**src/logic/prr_readout_map.vh**
```
// register map, field positions and reset values of the pressure result readout
`ifndef PRR_READOUT_MAP_VH
`define PRR_READOUT_MAP_VH

// register pointer values, one 32-bit word each
`define PRR_REG_STATUS         8'h00
`define PRR_REG_PRESSURE       8'h01
`define PRR_REG_TEMPERATURE    8'h02
`define PRR_REG_RAW_PRESSURE   8'h03
`define PRR_REG_PRESSURE_MV    8'h06
`define PRR_REG_UNIT_SELECT    8'h54

// status register fields
`define PRR_DONE_FLAG_BIT      0

// reset values
`define PRR_RESULT_RESET       32'h00000000
`define PRR_UNIT_RESET         32'h00000000
`define PRR_STATUS_RESET       1'b0

// two-wire transfer framing
`define PRR_BITS_PER_BYTE      4'h8
`define PRR_LAST_BIT           4'h7
`define PRR_LAST_BYTE_OF_WORD  2'h3

`endif

```
**src/logic/prr_pin_edge.v**
```verilog
// registered copy of a sampled pin with rise and fall detection
`timescale 1ns/100ps

module prr_pin_edge
#(
  parameter        W          = 1,
  parameter [W-1:0] IDLE_LEVEL = {W{1'b1}}
)
(
  input  wire         mclk_in,
  input  wire         sys_rst_in,
  input  wire [W-1:0] pin_in,
  output wire [W-1:0] level_out,
  output wire [W-1:0] rise_out,
  output wire [W-1:0] fall_out
);

  reg [W-1:0] last;

  // idle bus level at reset so release causes no false edge
  always @(posedge mclk_in)
  begin
    if (sys_rst_in)
      last <= IDLE_LEVEL;
    else
      last <= pin_in;
  end

  assign level_out = last;
  assign rise_out  = pin_in & ~last;
  assign fall_out  = ~pin_in & last;

endmodule // prr_pin_edge

```
**src/logic/prr_result_readout.v**
```verilog
// result and status registers of the pressure transducer behind a two-wire slave
`timescale 1ns/100ps
`include "prr_readout_map.vh"

////////////////////////////////////////////////////////////////////////////////
// Overview of operation
// - pointer 1 reads the latest compensated pressure as a 32-bit float, read only.
// - that pressure is in the unit held by the unit select register at pointer 84.
// - reading compensated pressure in automatic update mode clears the done flag.
// - pointer 2 reads the latest compensated temperature as a 32-bit float, read only.
// - reading compensated temperature in automatic update mode clears the done flag.
// - pointer 3 reads the latest raw pressure converter count, read only.
// - the millivolt value at pointer 6 is derived from the current raw count.
// - reading the raw count in automatic update mode clears the done flag.
// - the raw count is an unsigned 32-bit integer, passed through unconverted.
// - host writes 1 to the done flag to request an update, 0 to clear; updates set it.
////////////////////////////////////////////////////////////////////////////////

module prr_result_readout
#(
  parameter [6:0] DEV_ADDR = 7'h28  // arbitrary bus address
)
(
  input  wire        mclk_in,
  input  wire        sys_rst_in,
  input  wire        scl_in,
  input  wire        sda_in,
  output wire        sda_out,
  output wire        sda_oe_out,
  input  wire        auto_update_mode_in,
  input  wire        results_update_in,
  input  wire [31:0] compensated_pressure_in,
  input  wire [31:0] compensated_temperature_in,
  input  wire [31:0] raw_pressure_count_in,
  input  wire [31:0] pressure_millivolt_in,
  output wire        update_request_out,
  output wire [31:0] pressure_unit_select_out,
  output wire [31:0] raw_pressure_count_out,
  output wire        conversion_done_flag_out
);

  localparam [4:0] S_IDLE = 5'b00001;
  localparam [4:0] S_RXB  = 5'b00010;
  localparam [4:0] S_ACK  = 5'b00100;
  localparam [4:0] S_TXB  = 5'b01000;
  localparam [4:0] S_RACK = 5'b10000;

  localparam [1:0] IDX_ADDR = 2'h0;
  localparam [1:0] IDX_PTR  = 2'h1;
  localparam [1:0] IDX_DATA = 2'h2;

  //////////////////////////////////////////////////////////////////////////////
  // pin sampling: clock in bit 1, data in bit 0, both idle high
  wire [1:0] pin_level;
  wire [1:0] pin_rise;
  wire [1:0] pin_fall;
  prr_pin_edge #(.W(2), .IDLE_LEVEL(2'b11)) prr_pin_edge_i
  (.mclk_in(mclk_in), .sys_rst_in(sys_rst_in), .pin_in({scl_in, sda_in}),
   .level_out(pin_level), .rise_out(pin_rise), .fall_out(pin_fall));
  wire scl       = pin_level[1];
  wire sda       = pin_level[0];
  wire scl_rise  = pin_rise[1];
  wire scl_fall  = pin_fall[1];
  wire sda_rise  = pin_rise[0];
  wire sda_fall  = pin_fall[0];
  wire start_det = scl & sda_fall;
  wire stop_det  = scl & sda_rise;

  //////////////////////////////////////////////////////////////////////////////
  // state

  reg [4:0]  state;
  reg [3:0]  bit_cnt;
  reg [7:0]  rx_byte;
  reg [1:0]  byte_idx;
  reg        rw;
  reg        last_was_addr;
  reg [7:0]  reg_ptr;
  reg [31:0] wr_word;
  reg [1:0]  wr_cnt;
  reg [31:0] tx_word;
  reg [1:0]  tx_cnt;
  reg        ack_ok;
  reg [31:0] compensated_pressure_value;
  reg [31:0] compensated_temperature_value;
  reg [31:0] raw_pressure_converter_count;
  reg [31:0] unit_select;
  reg        done_flag;
  reg        update_req;

  //////////////////////////////////////////////////////////////////////////////
  // transfer events

  wire       byte_done  = (state == S_RXB) & scl_fall & (bit_cnt == `PRR_BITS_PER_BYTE);
  wire       load_first = (state == S_ACK) & scl_fall & rw & last_was_addr;
  wire       load_next  = (state == S_RACK) & scl_fall & ack_ok &
                          (tx_cnt == `PRR_LAST_BYTE_OF_WORD);
  wire       word_load  = load_first | load_next;
  wire [7:0] load_ptr   = load_next ? reg_ptr + 8'h01 : reg_ptr;

  wire        wr_commit = byte_done & (byte_idx == IDX_DATA) &
                          (wr_cnt == `PRR_LAST_BYTE_OF_WORD);
  wire [31:0] wr_value  = {wr_word[23:0], rx_byte};

  // in automatic update mode, a word fetched from a result register counts as a read of it
  wire result_read = word_load & auto_update_mode_in &
                     ((load_ptr == `PRR_REG_PRESSURE) |
                      (load_ptr == `PRR_REG_TEMPERATURE) |
                      (load_ptr == `PRR_REG_RAW_PRESSURE));

  wire status_wr = wr_commit & (reg_ptr == `PRR_REG_STATUS);
  wire unit_wr   = wr_commit & (reg_ptr == `PRR_REG_UNIT_SELECT);

  //////////////////////////////////////////////////////////////////////////////
  // read data mux

  reg [31:0] rd_data;
  always @*
  begin
    case (load_ptr)
      `PRR_REG_STATUS:        rd_data = {31'h00000000, done_flag};
      `PRR_REG_PRESSURE:      rd_data = compensated_pressure_value;
      `PRR_REG_TEMPERATURE:   rd_data = compensated_temperature_value;
      `PRR_REG_RAW_PRESSURE:  rd_data = raw_pressure_converter_count;
      // taken live so it always follows the raw count now held
      `PRR_REG_PRESSURE_MV:   rd_data = pressure_millivolt_in;
      `PRR_REG_UNIT_SELECT:   rd_data = unit_select;
      default:                rd_data = 32'h00000000;
    endcase
  end

  //////////////////////////////////////////////////////////////////////////////
  // two-wire byte engine

  always @(posedge mclk_in)
  begin
    if (sys_rst_in)
    begin
      state         <= S_IDLE;
      bit_cnt       <= 4'h0;
      rx_byte       <= 8'h00;
      byte_idx      <= IDX_ADDR;
      rw            <= 1'b0;
      last_was_addr <= 1'b0;
      reg_ptr       <= 8'h00;
      wr_word       <= 32'h00000000;
      wr_cnt        <= 2'h0;
      tx_word       <= 32'h00000000;
      tx_cnt        <= 2'h0;
      ack_ok        <= 1'b0;
    end
    else if (start_det)
    begin
      // repeated start keeps the pointer so a read can follow a pointer write
      state    <= S_RXB;
      bit_cnt  <= 4'h0;
      byte_idx <= IDX_ADDR;
      wr_cnt   <= 2'h0;
    end
    else if (stop_det)
      state <= S_IDLE;
    else
    begin
      case (state)
        S_RXB:
          if (scl_rise && bit_cnt != `PRR_BITS_PER_BYTE)
          begin
            rx_byte <= {rx_byte[6:0], sda};
            bit_cnt <= bit_cnt + 4'h1;
          end
          else if (byte_done)
          begin
            bit_cnt       <= 4'h0;
            last_was_addr <= (byte_idx == IDX_ADDR);
            case (byte_idx)
              IDX_ADDR:
                if (rx_byte[7:1] == DEV_ADDR)
                begin
                  rw       <= rx_byte[0];
                  byte_idx <= IDX_PTR;
                  state    <= S_ACK;
                end
                else
                  state <= S_IDLE;
              IDX_PTR:
              begin
                reg_ptr  <= rx_byte;
                byte_idx <= IDX_DATA;
                state    <= S_ACK;
              end
              default:
              begin
                wr_word <= wr_value;
                wr_cnt  <= wr_cnt + 2'h1;
                state   <= S_ACK;
                if (wr_commit)
                  reg_ptr <= reg_ptr + 8'h01;
              end
            endcase
          end
        S_ACK:
          if (scl_fall)
          begin
            if (load_first)
            begin
              tx_word <= rd_data;
              tx_cnt  <= 2'h0;
              state   <= S_TXB;
            end
            else
              state <= S_RXB;
          end
        S_TXB:
          if (scl_fall)
          begin
            tx_word <= {tx_word[30:0], 1'b0};
            if (bit_cnt == `PRR_LAST_BIT)
            begin
              bit_cnt <= 4'h0;
              state   <= S_RACK;
            end
            else
              bit_cnt <= bit_cnt + 4'h1;
          end
        S_RACK:
          if (scl_rise)
            ack_ok <= ~sda;
          else if (scl_fall)
          begin
            if (ack_ok)
            begin
              tx_cnt <= tx_cnt + 2'h1;
              state  <= S_TXB;
              if (load_next)
              begin
                tx_word <= rd_data;
                reg_ptr <= load_ptr;
              end
            end
            else
              state <= S_IDLE;
          end
        default:
          state <= S_IDLE;
      endcase
    end
  end

  // open drain: only ever pull low
  assign sda_out    = 1'b0;
  assign sda_oe_out = (state == S_ACK) | ((state == S_TXB) & ~tx_word[31]);

  //////////////////////////////////////////////////////////////////////////////
  // result registers, unit select and done flag

  always @(posedge mclk_in)
  begin
    if (sys_rst_in)
    begin
      compensated_pressure_value    <= `PRR_RESULT_RESET;
      compensated_temperature_value <= `PRR_RESULT_RESET;
      raw_pressure_converter_count  <= `PRR_RESULT_RESET;
      unit_select                   <= `PRR_UNIT_RESET;
      done_flag                     <= `PRR_STATUS_RESET;
      update_req                    <= 1'b0;
    end
    else
    begin
      // host writes never reach the result words
      if (results_update_in)
      begin
        compensated_pressure_value    <= compensated_pressure_in;
        compensated_temperature_value <= compensated_temperature_in;
        raw_pressure_converter_count  <= raw_pressure_count_in;
      end
      if (unit_wr)
        unit_select <= wr_value;
      update_req <= status_wr & wr_value[`PRR_DONE_FLAG_BIT];
      // an update in the same cycle as a clear wins
      if (results_update_in)
        done_flag <= 1'b1;
      else if (result_read)
        done_flag <= 1'b0;
      else if (status_wr && !wr_value[`PRR_DONE_FLAG_BIT])
        done_flag <= 1'b0;
    end
  end

  assign update_request_out       = update_req;
  assign pressure_unit_select_out = unit_select;
  // the millivolt converter works from the held raw count
  assign raw_pressure_count_out   = raw_pressure_converter_count;
  assign conversion_done_flag_out = done_flag;

endmodule // prr_result_readout

```
**config.mk**
```make
export PLATFORM = sky130hd
export DESIGN_NAME = prr_result_readout
export DESIGN_NICKNAME = d
export VERILOG_FILES = /design/src/logic/prr_pin_edge.v /design/src/logic/prr_result_readout.v
export VERILOG_INCLUDE_DIRS = /design/src /design/src/logic
export SDC_FILE = /design/constraint.sdc
export NUM_CORES = 1
export LEC_CHECK = 0
export ABC_CLOCK_PERIOD_IN_PS = 5450
export BUFFER_PORTS_ARGS = -buffer_cell sky130_fd_sc_hd__clkbuf_2
export CAP_MARGIN = 20
export CORE_MARGIN = 2
export CORE_UTILIZATION = 42
export DETAILED_ROUTE_END_ITERATION = 7
export GPL_ROUTABILITY_DRIVEN = 0
export GPL_TIMING_DRIVEN = 0
export PLACE_DENSITY_LB_ADDON = 0.08
export SYNTH_ARGS = -nofsm -noshare
export SYNTH_HDL_FRONTEND = slang
export SYNTH_SLANG_ARGS = --single-unit
export TNS_END_PERCENT = 5
```
**constraint.sdc**
```tcl
create_clock -name mclk_in -period 5.45 [get_ports mclk_in]
set_input_delay 0.2725 -clock mclk_in [delete_from_list [all_inputs] [get_ports mclk_in]]
set_output_delay 0.2725 -clock mclk_in [all_outputs]
set_load 0.02 [all_outputs]
```
==> results.sh <==
export IMPL_status="complete, no violations"
export IMPL_criticalPathCategory="reg2reg"
export IMPL_first_global_vias=10600
export IMPL_timing_final_max_slew_violations=0
export IMPL_setup_failing_eps_final=0
export IMPL_routedWlPerCell_um=19.0
export IMPL_synth_edf_count=0
export IMPL_hpwl_mm=30.0
export IMPL_multi_input_area_um2=6240
export IMPL_clk_pin_slew_ps=60
export IMPL_yosys_cell_types_count=61
export IMPL_synthToLayoutAreaGrowth_pct=26.2
export IMPL_drc=0
export IMPL_floorplan_core_area_um2=26700
export IMPL_overall_die_height_um=168
export IMPL_cts_tree="built"
export IMPL_design_die_area_um2=28400
export IMPL_dp_cells=2011
export IMPL_vias=11800
export IMPL_postRouteWirelength_mm=40.4
export IMPL_cts_root_cell="clkbuf_16"
export IMPL_synthDominantAreaCellType="dfxtp_1"
export IMPL_cellPowerDensity_nw_per_um2=263
export IMPL_peakVddDrop_v=0.000184
export IMPL_p_leak_nw=5.49
export IMPL_finalWorstPathRequiredPeriod_ps=4650
export IMPL_die_x_um=168
export IMPL_synth_warnings=0
export IMPL_worst_ep_required_time_ps=5900
export IMPL_regArea_um2=4440
export IMPL_final_cells=2126
export IMPL_port_buffers=198
export IMPL_grt_most_used_layer="met2"
export IMPL_layout_worst_path_cycle_share=0.854
export IMPL_total_global_routing_track_utilization=0.276
export IMPL_postCtsResizedCells=0
export IMPL_final_design_area_no_fill_um2=14300
export IMPL_cts_made_buffers=26
export IMPL_grt_start_max_net_pins=13
export IMPL_cts_post_setup_buffers_inserted=0
export IMPL_tightestPinTransition_ps=1210
export IMPL_synth_yosys_seq_area_share=0.392
export IMPL_drt_vias_per_instance=5.53
export IMPL_synth_fp_nets=1612
export IMPL_synth_largest_type_area_fraction=0.392
export IMPL_fill_cells=2650
export IMPL_antennaDiodeCount=0
export IMPL_placedInstanceArea_um2=12800
export IMPL_drt_first_iter_violations=894
export IMPL_syn_avg_cell_area_um2=7.71
export IMPL_numClockSinks=222
export IMPL_global_route_overflow_total=0
export IMPL_timing_hold_violations_final=0
export IMPL_yosys_reg_bits=222
export IMPL_cp_start_kind="register"
export IMPL_initial_utilization=0.425
export IMPL_layout_drive_gt1_share=0.145
export IMPL_synth_main_ff_cell="dfxtp_1"
export IMPL_use_met2=0.438
export IMPL_netlist_area_um2=11300
export IMPL_globalRouteMet3Util=0.0494
export IMPL_num_nets_final=1907
export IMPL_placementRows=60
export IMPL_commonest_non_fill_non_tap_cells_in_the_layout="nand2_1 (237), dfxtp_1 (222), nor2_1 (207)"
export IMPL_ys_async_sr_fraction=0
export IMPL_critical_path_arrival_ps=5100
export IMPL_worst_hold_path_type="in2reg"
export IMPL_fmax_ghz=0.215
export IMPL_synth_cells=1472
export IMPL_setup_tns_final_ps=0
export IMPL_worst_setup_path_end_kind="register"
export IMPL_max_slew_margin_vs_limit=0.187
export IMPL_max_cap_violations=0
export IMPL_synth_area_leaders="dfxtp_1 (39%), mux2i_1 (12%), nand2_1 (7.8%)"
export IMPL_clock_latency_reported_for_the_late_side_of_the_worst_skew_pair_ps=530
export IMPL_first_pass_iters=6
export IMPL_ant_nets=0
export IMPL_design_portCount=202
export IMPL_largest_clock_skew_in_the_final_design_ps=8.37
export IMPL_crit_path_max_fanout=10
export IMPL_grt_first_pass_wirelength_mm=61.3
export IMPL_mostFrequentLayoutCell="nand2_1"
export IMPL_htree_num_levels=1
export IMPL_grt_use_met1=0.381
export IMPL_setup_repair_after_global_routing_missed_its_margin="no"
export IMPL_initial_antenna_violation_count=0
export IMPL_cts_root_to_sink_buffers=3
==> critical path: stages (launching register included) <==
cell	delay, ps
dfxtp_1	320
clkbuf_1	240
inv_1	200
clkbuf_1	540
clkbuf_1	570
ha_1	380
nand4_1	150
a21oi_1	690
clkbuf_1	520
o22ai_1	280
a21oi_1	300
o211ai_1	130
a211oi_1	250
==> routing by layer <==
layer	vias up	part of all wire
met5	-	0
met4	0	0.031
met3	66	0.071
met2	441	0.45
met1	5496	0.45
li1	5759	-
==> area by class of cell <==
type	instances	share of cell area
Multi-Input combinational cell	1078	0.436
Buffer	127	0.0347
Tap cell	341	0.0298
Clock buffer	38	0.0542
Inverter	45	0.0118
Timing Repair Buffer	267	0.117
Clock inverter	8	0.00629
Sequential cell	222	0.310
==> where the power goes <==
| part | switching [mW] | internal [mW] | total (mW) |
|---|---|---|---|
| sequential | 0.0372 | 1.67 | 1.71 |
| combinational | 0.153 | 0.141 | 0.294 |
| clock | 0.696 | 1.07 | 1.77 |
| total | 0.886 | 2.88 | 3.77 |
==> metrics by stage <==
stage | util | worst slack (ps) | hold slack, ps | power [mW]
2_1_floorplan | - | 2510 | 379 | 1.88
3_3_place_gp | 0.478 | 1030 | 442 | 1.99
3_5_place_dp | 0.478 | 970 | 449 | 1.99
4_1_cts | 0.536 | 982 | 0.540 | 3.79
5_1_grt | 0.536 | 552 | 2.18 | 3.89
6_report | 0.536 | 795 | 5.12 | 3.77
==> cell families (layout without fill, tap and decap cells) <==
family | count (synthesis) | after routing | synth area share
AOI/OAI and AO/OA | 395 | 395 | 0.215
xor gates and xnor gates | 11 | 11 | 0.0101
adders and majority gates | 6 | 6 | 0.00661
buffers and inverters | 172 | 485 | 0.0586
DFF | 222 | 222 | 0.392
muxes | 138 | 138 | 0.122
other | 1 | 1 | 0.000330
and+or+nand+nor | 527 | 527 | 0.196
==> synthesized netlist by cell type (all sizes together), types with 2 or more instances <==
cell,count
o21ai,43
nand2,237
nand3b,4
inv,45
nor3,12
nand3,12
o41ai,2
a21oi,177
xnor2,6
ha,6
dfxtp,222
or4,3
nor3b,4
a221oi,3
a22oi,2
o31ai,4
nand4,10
o32ai,33
a21o,3
o21a,2
xor2,5
and4,2
nor2,207
a31o,2
o221ai,2
or3b,2
and3,5
mux2i,138
a211oi,39
clkbuf,114
nor2b,4
nor4,5
nand2b,5
buf,13
o211ai,38
or3,7
o22ai,36
or2,4
==> repair_timing <==
action | in CTS | in global routing
endpoints found under the hold margin | 69 | 0
endpoints found under the setup margin | 0 | 0
hold buffers | 69 | 0
==> final timing paths <==
path | startpoint | end | slack [ps] | cells after the start
setup / recovery | reg_ptr[0] | tx_word[29] | 800 | 12
hold / removal | compensated_temperature_in[30] | compensated_temperature_value[30] | 5 | 3
hold reg to reg | wr_word[23] | wr_word[23] | 460 | 2
setup reg to reg | reg_ptr[0] | tx_word[29] | 800 | 12
==> sequential cells by signal, indices dropped and copies added, names as in the netlist, 2 cells and up <==
name / cells
rx_byte: 8
wr_word: 24
reg_ptr: 8
prr_pin_edge_i.level_out: 2
tx_cnt: 2
compensated_temperature_value: 32
compensated_pressure_value: 32
raw_pressure_count_out: 32
bit_cnt: 4
state: 5
byte_idx: 2
tx_word: 32
wr_cnt: 2
pressure_unit_select_out: 32
Power figures use the tool's default switching activity.
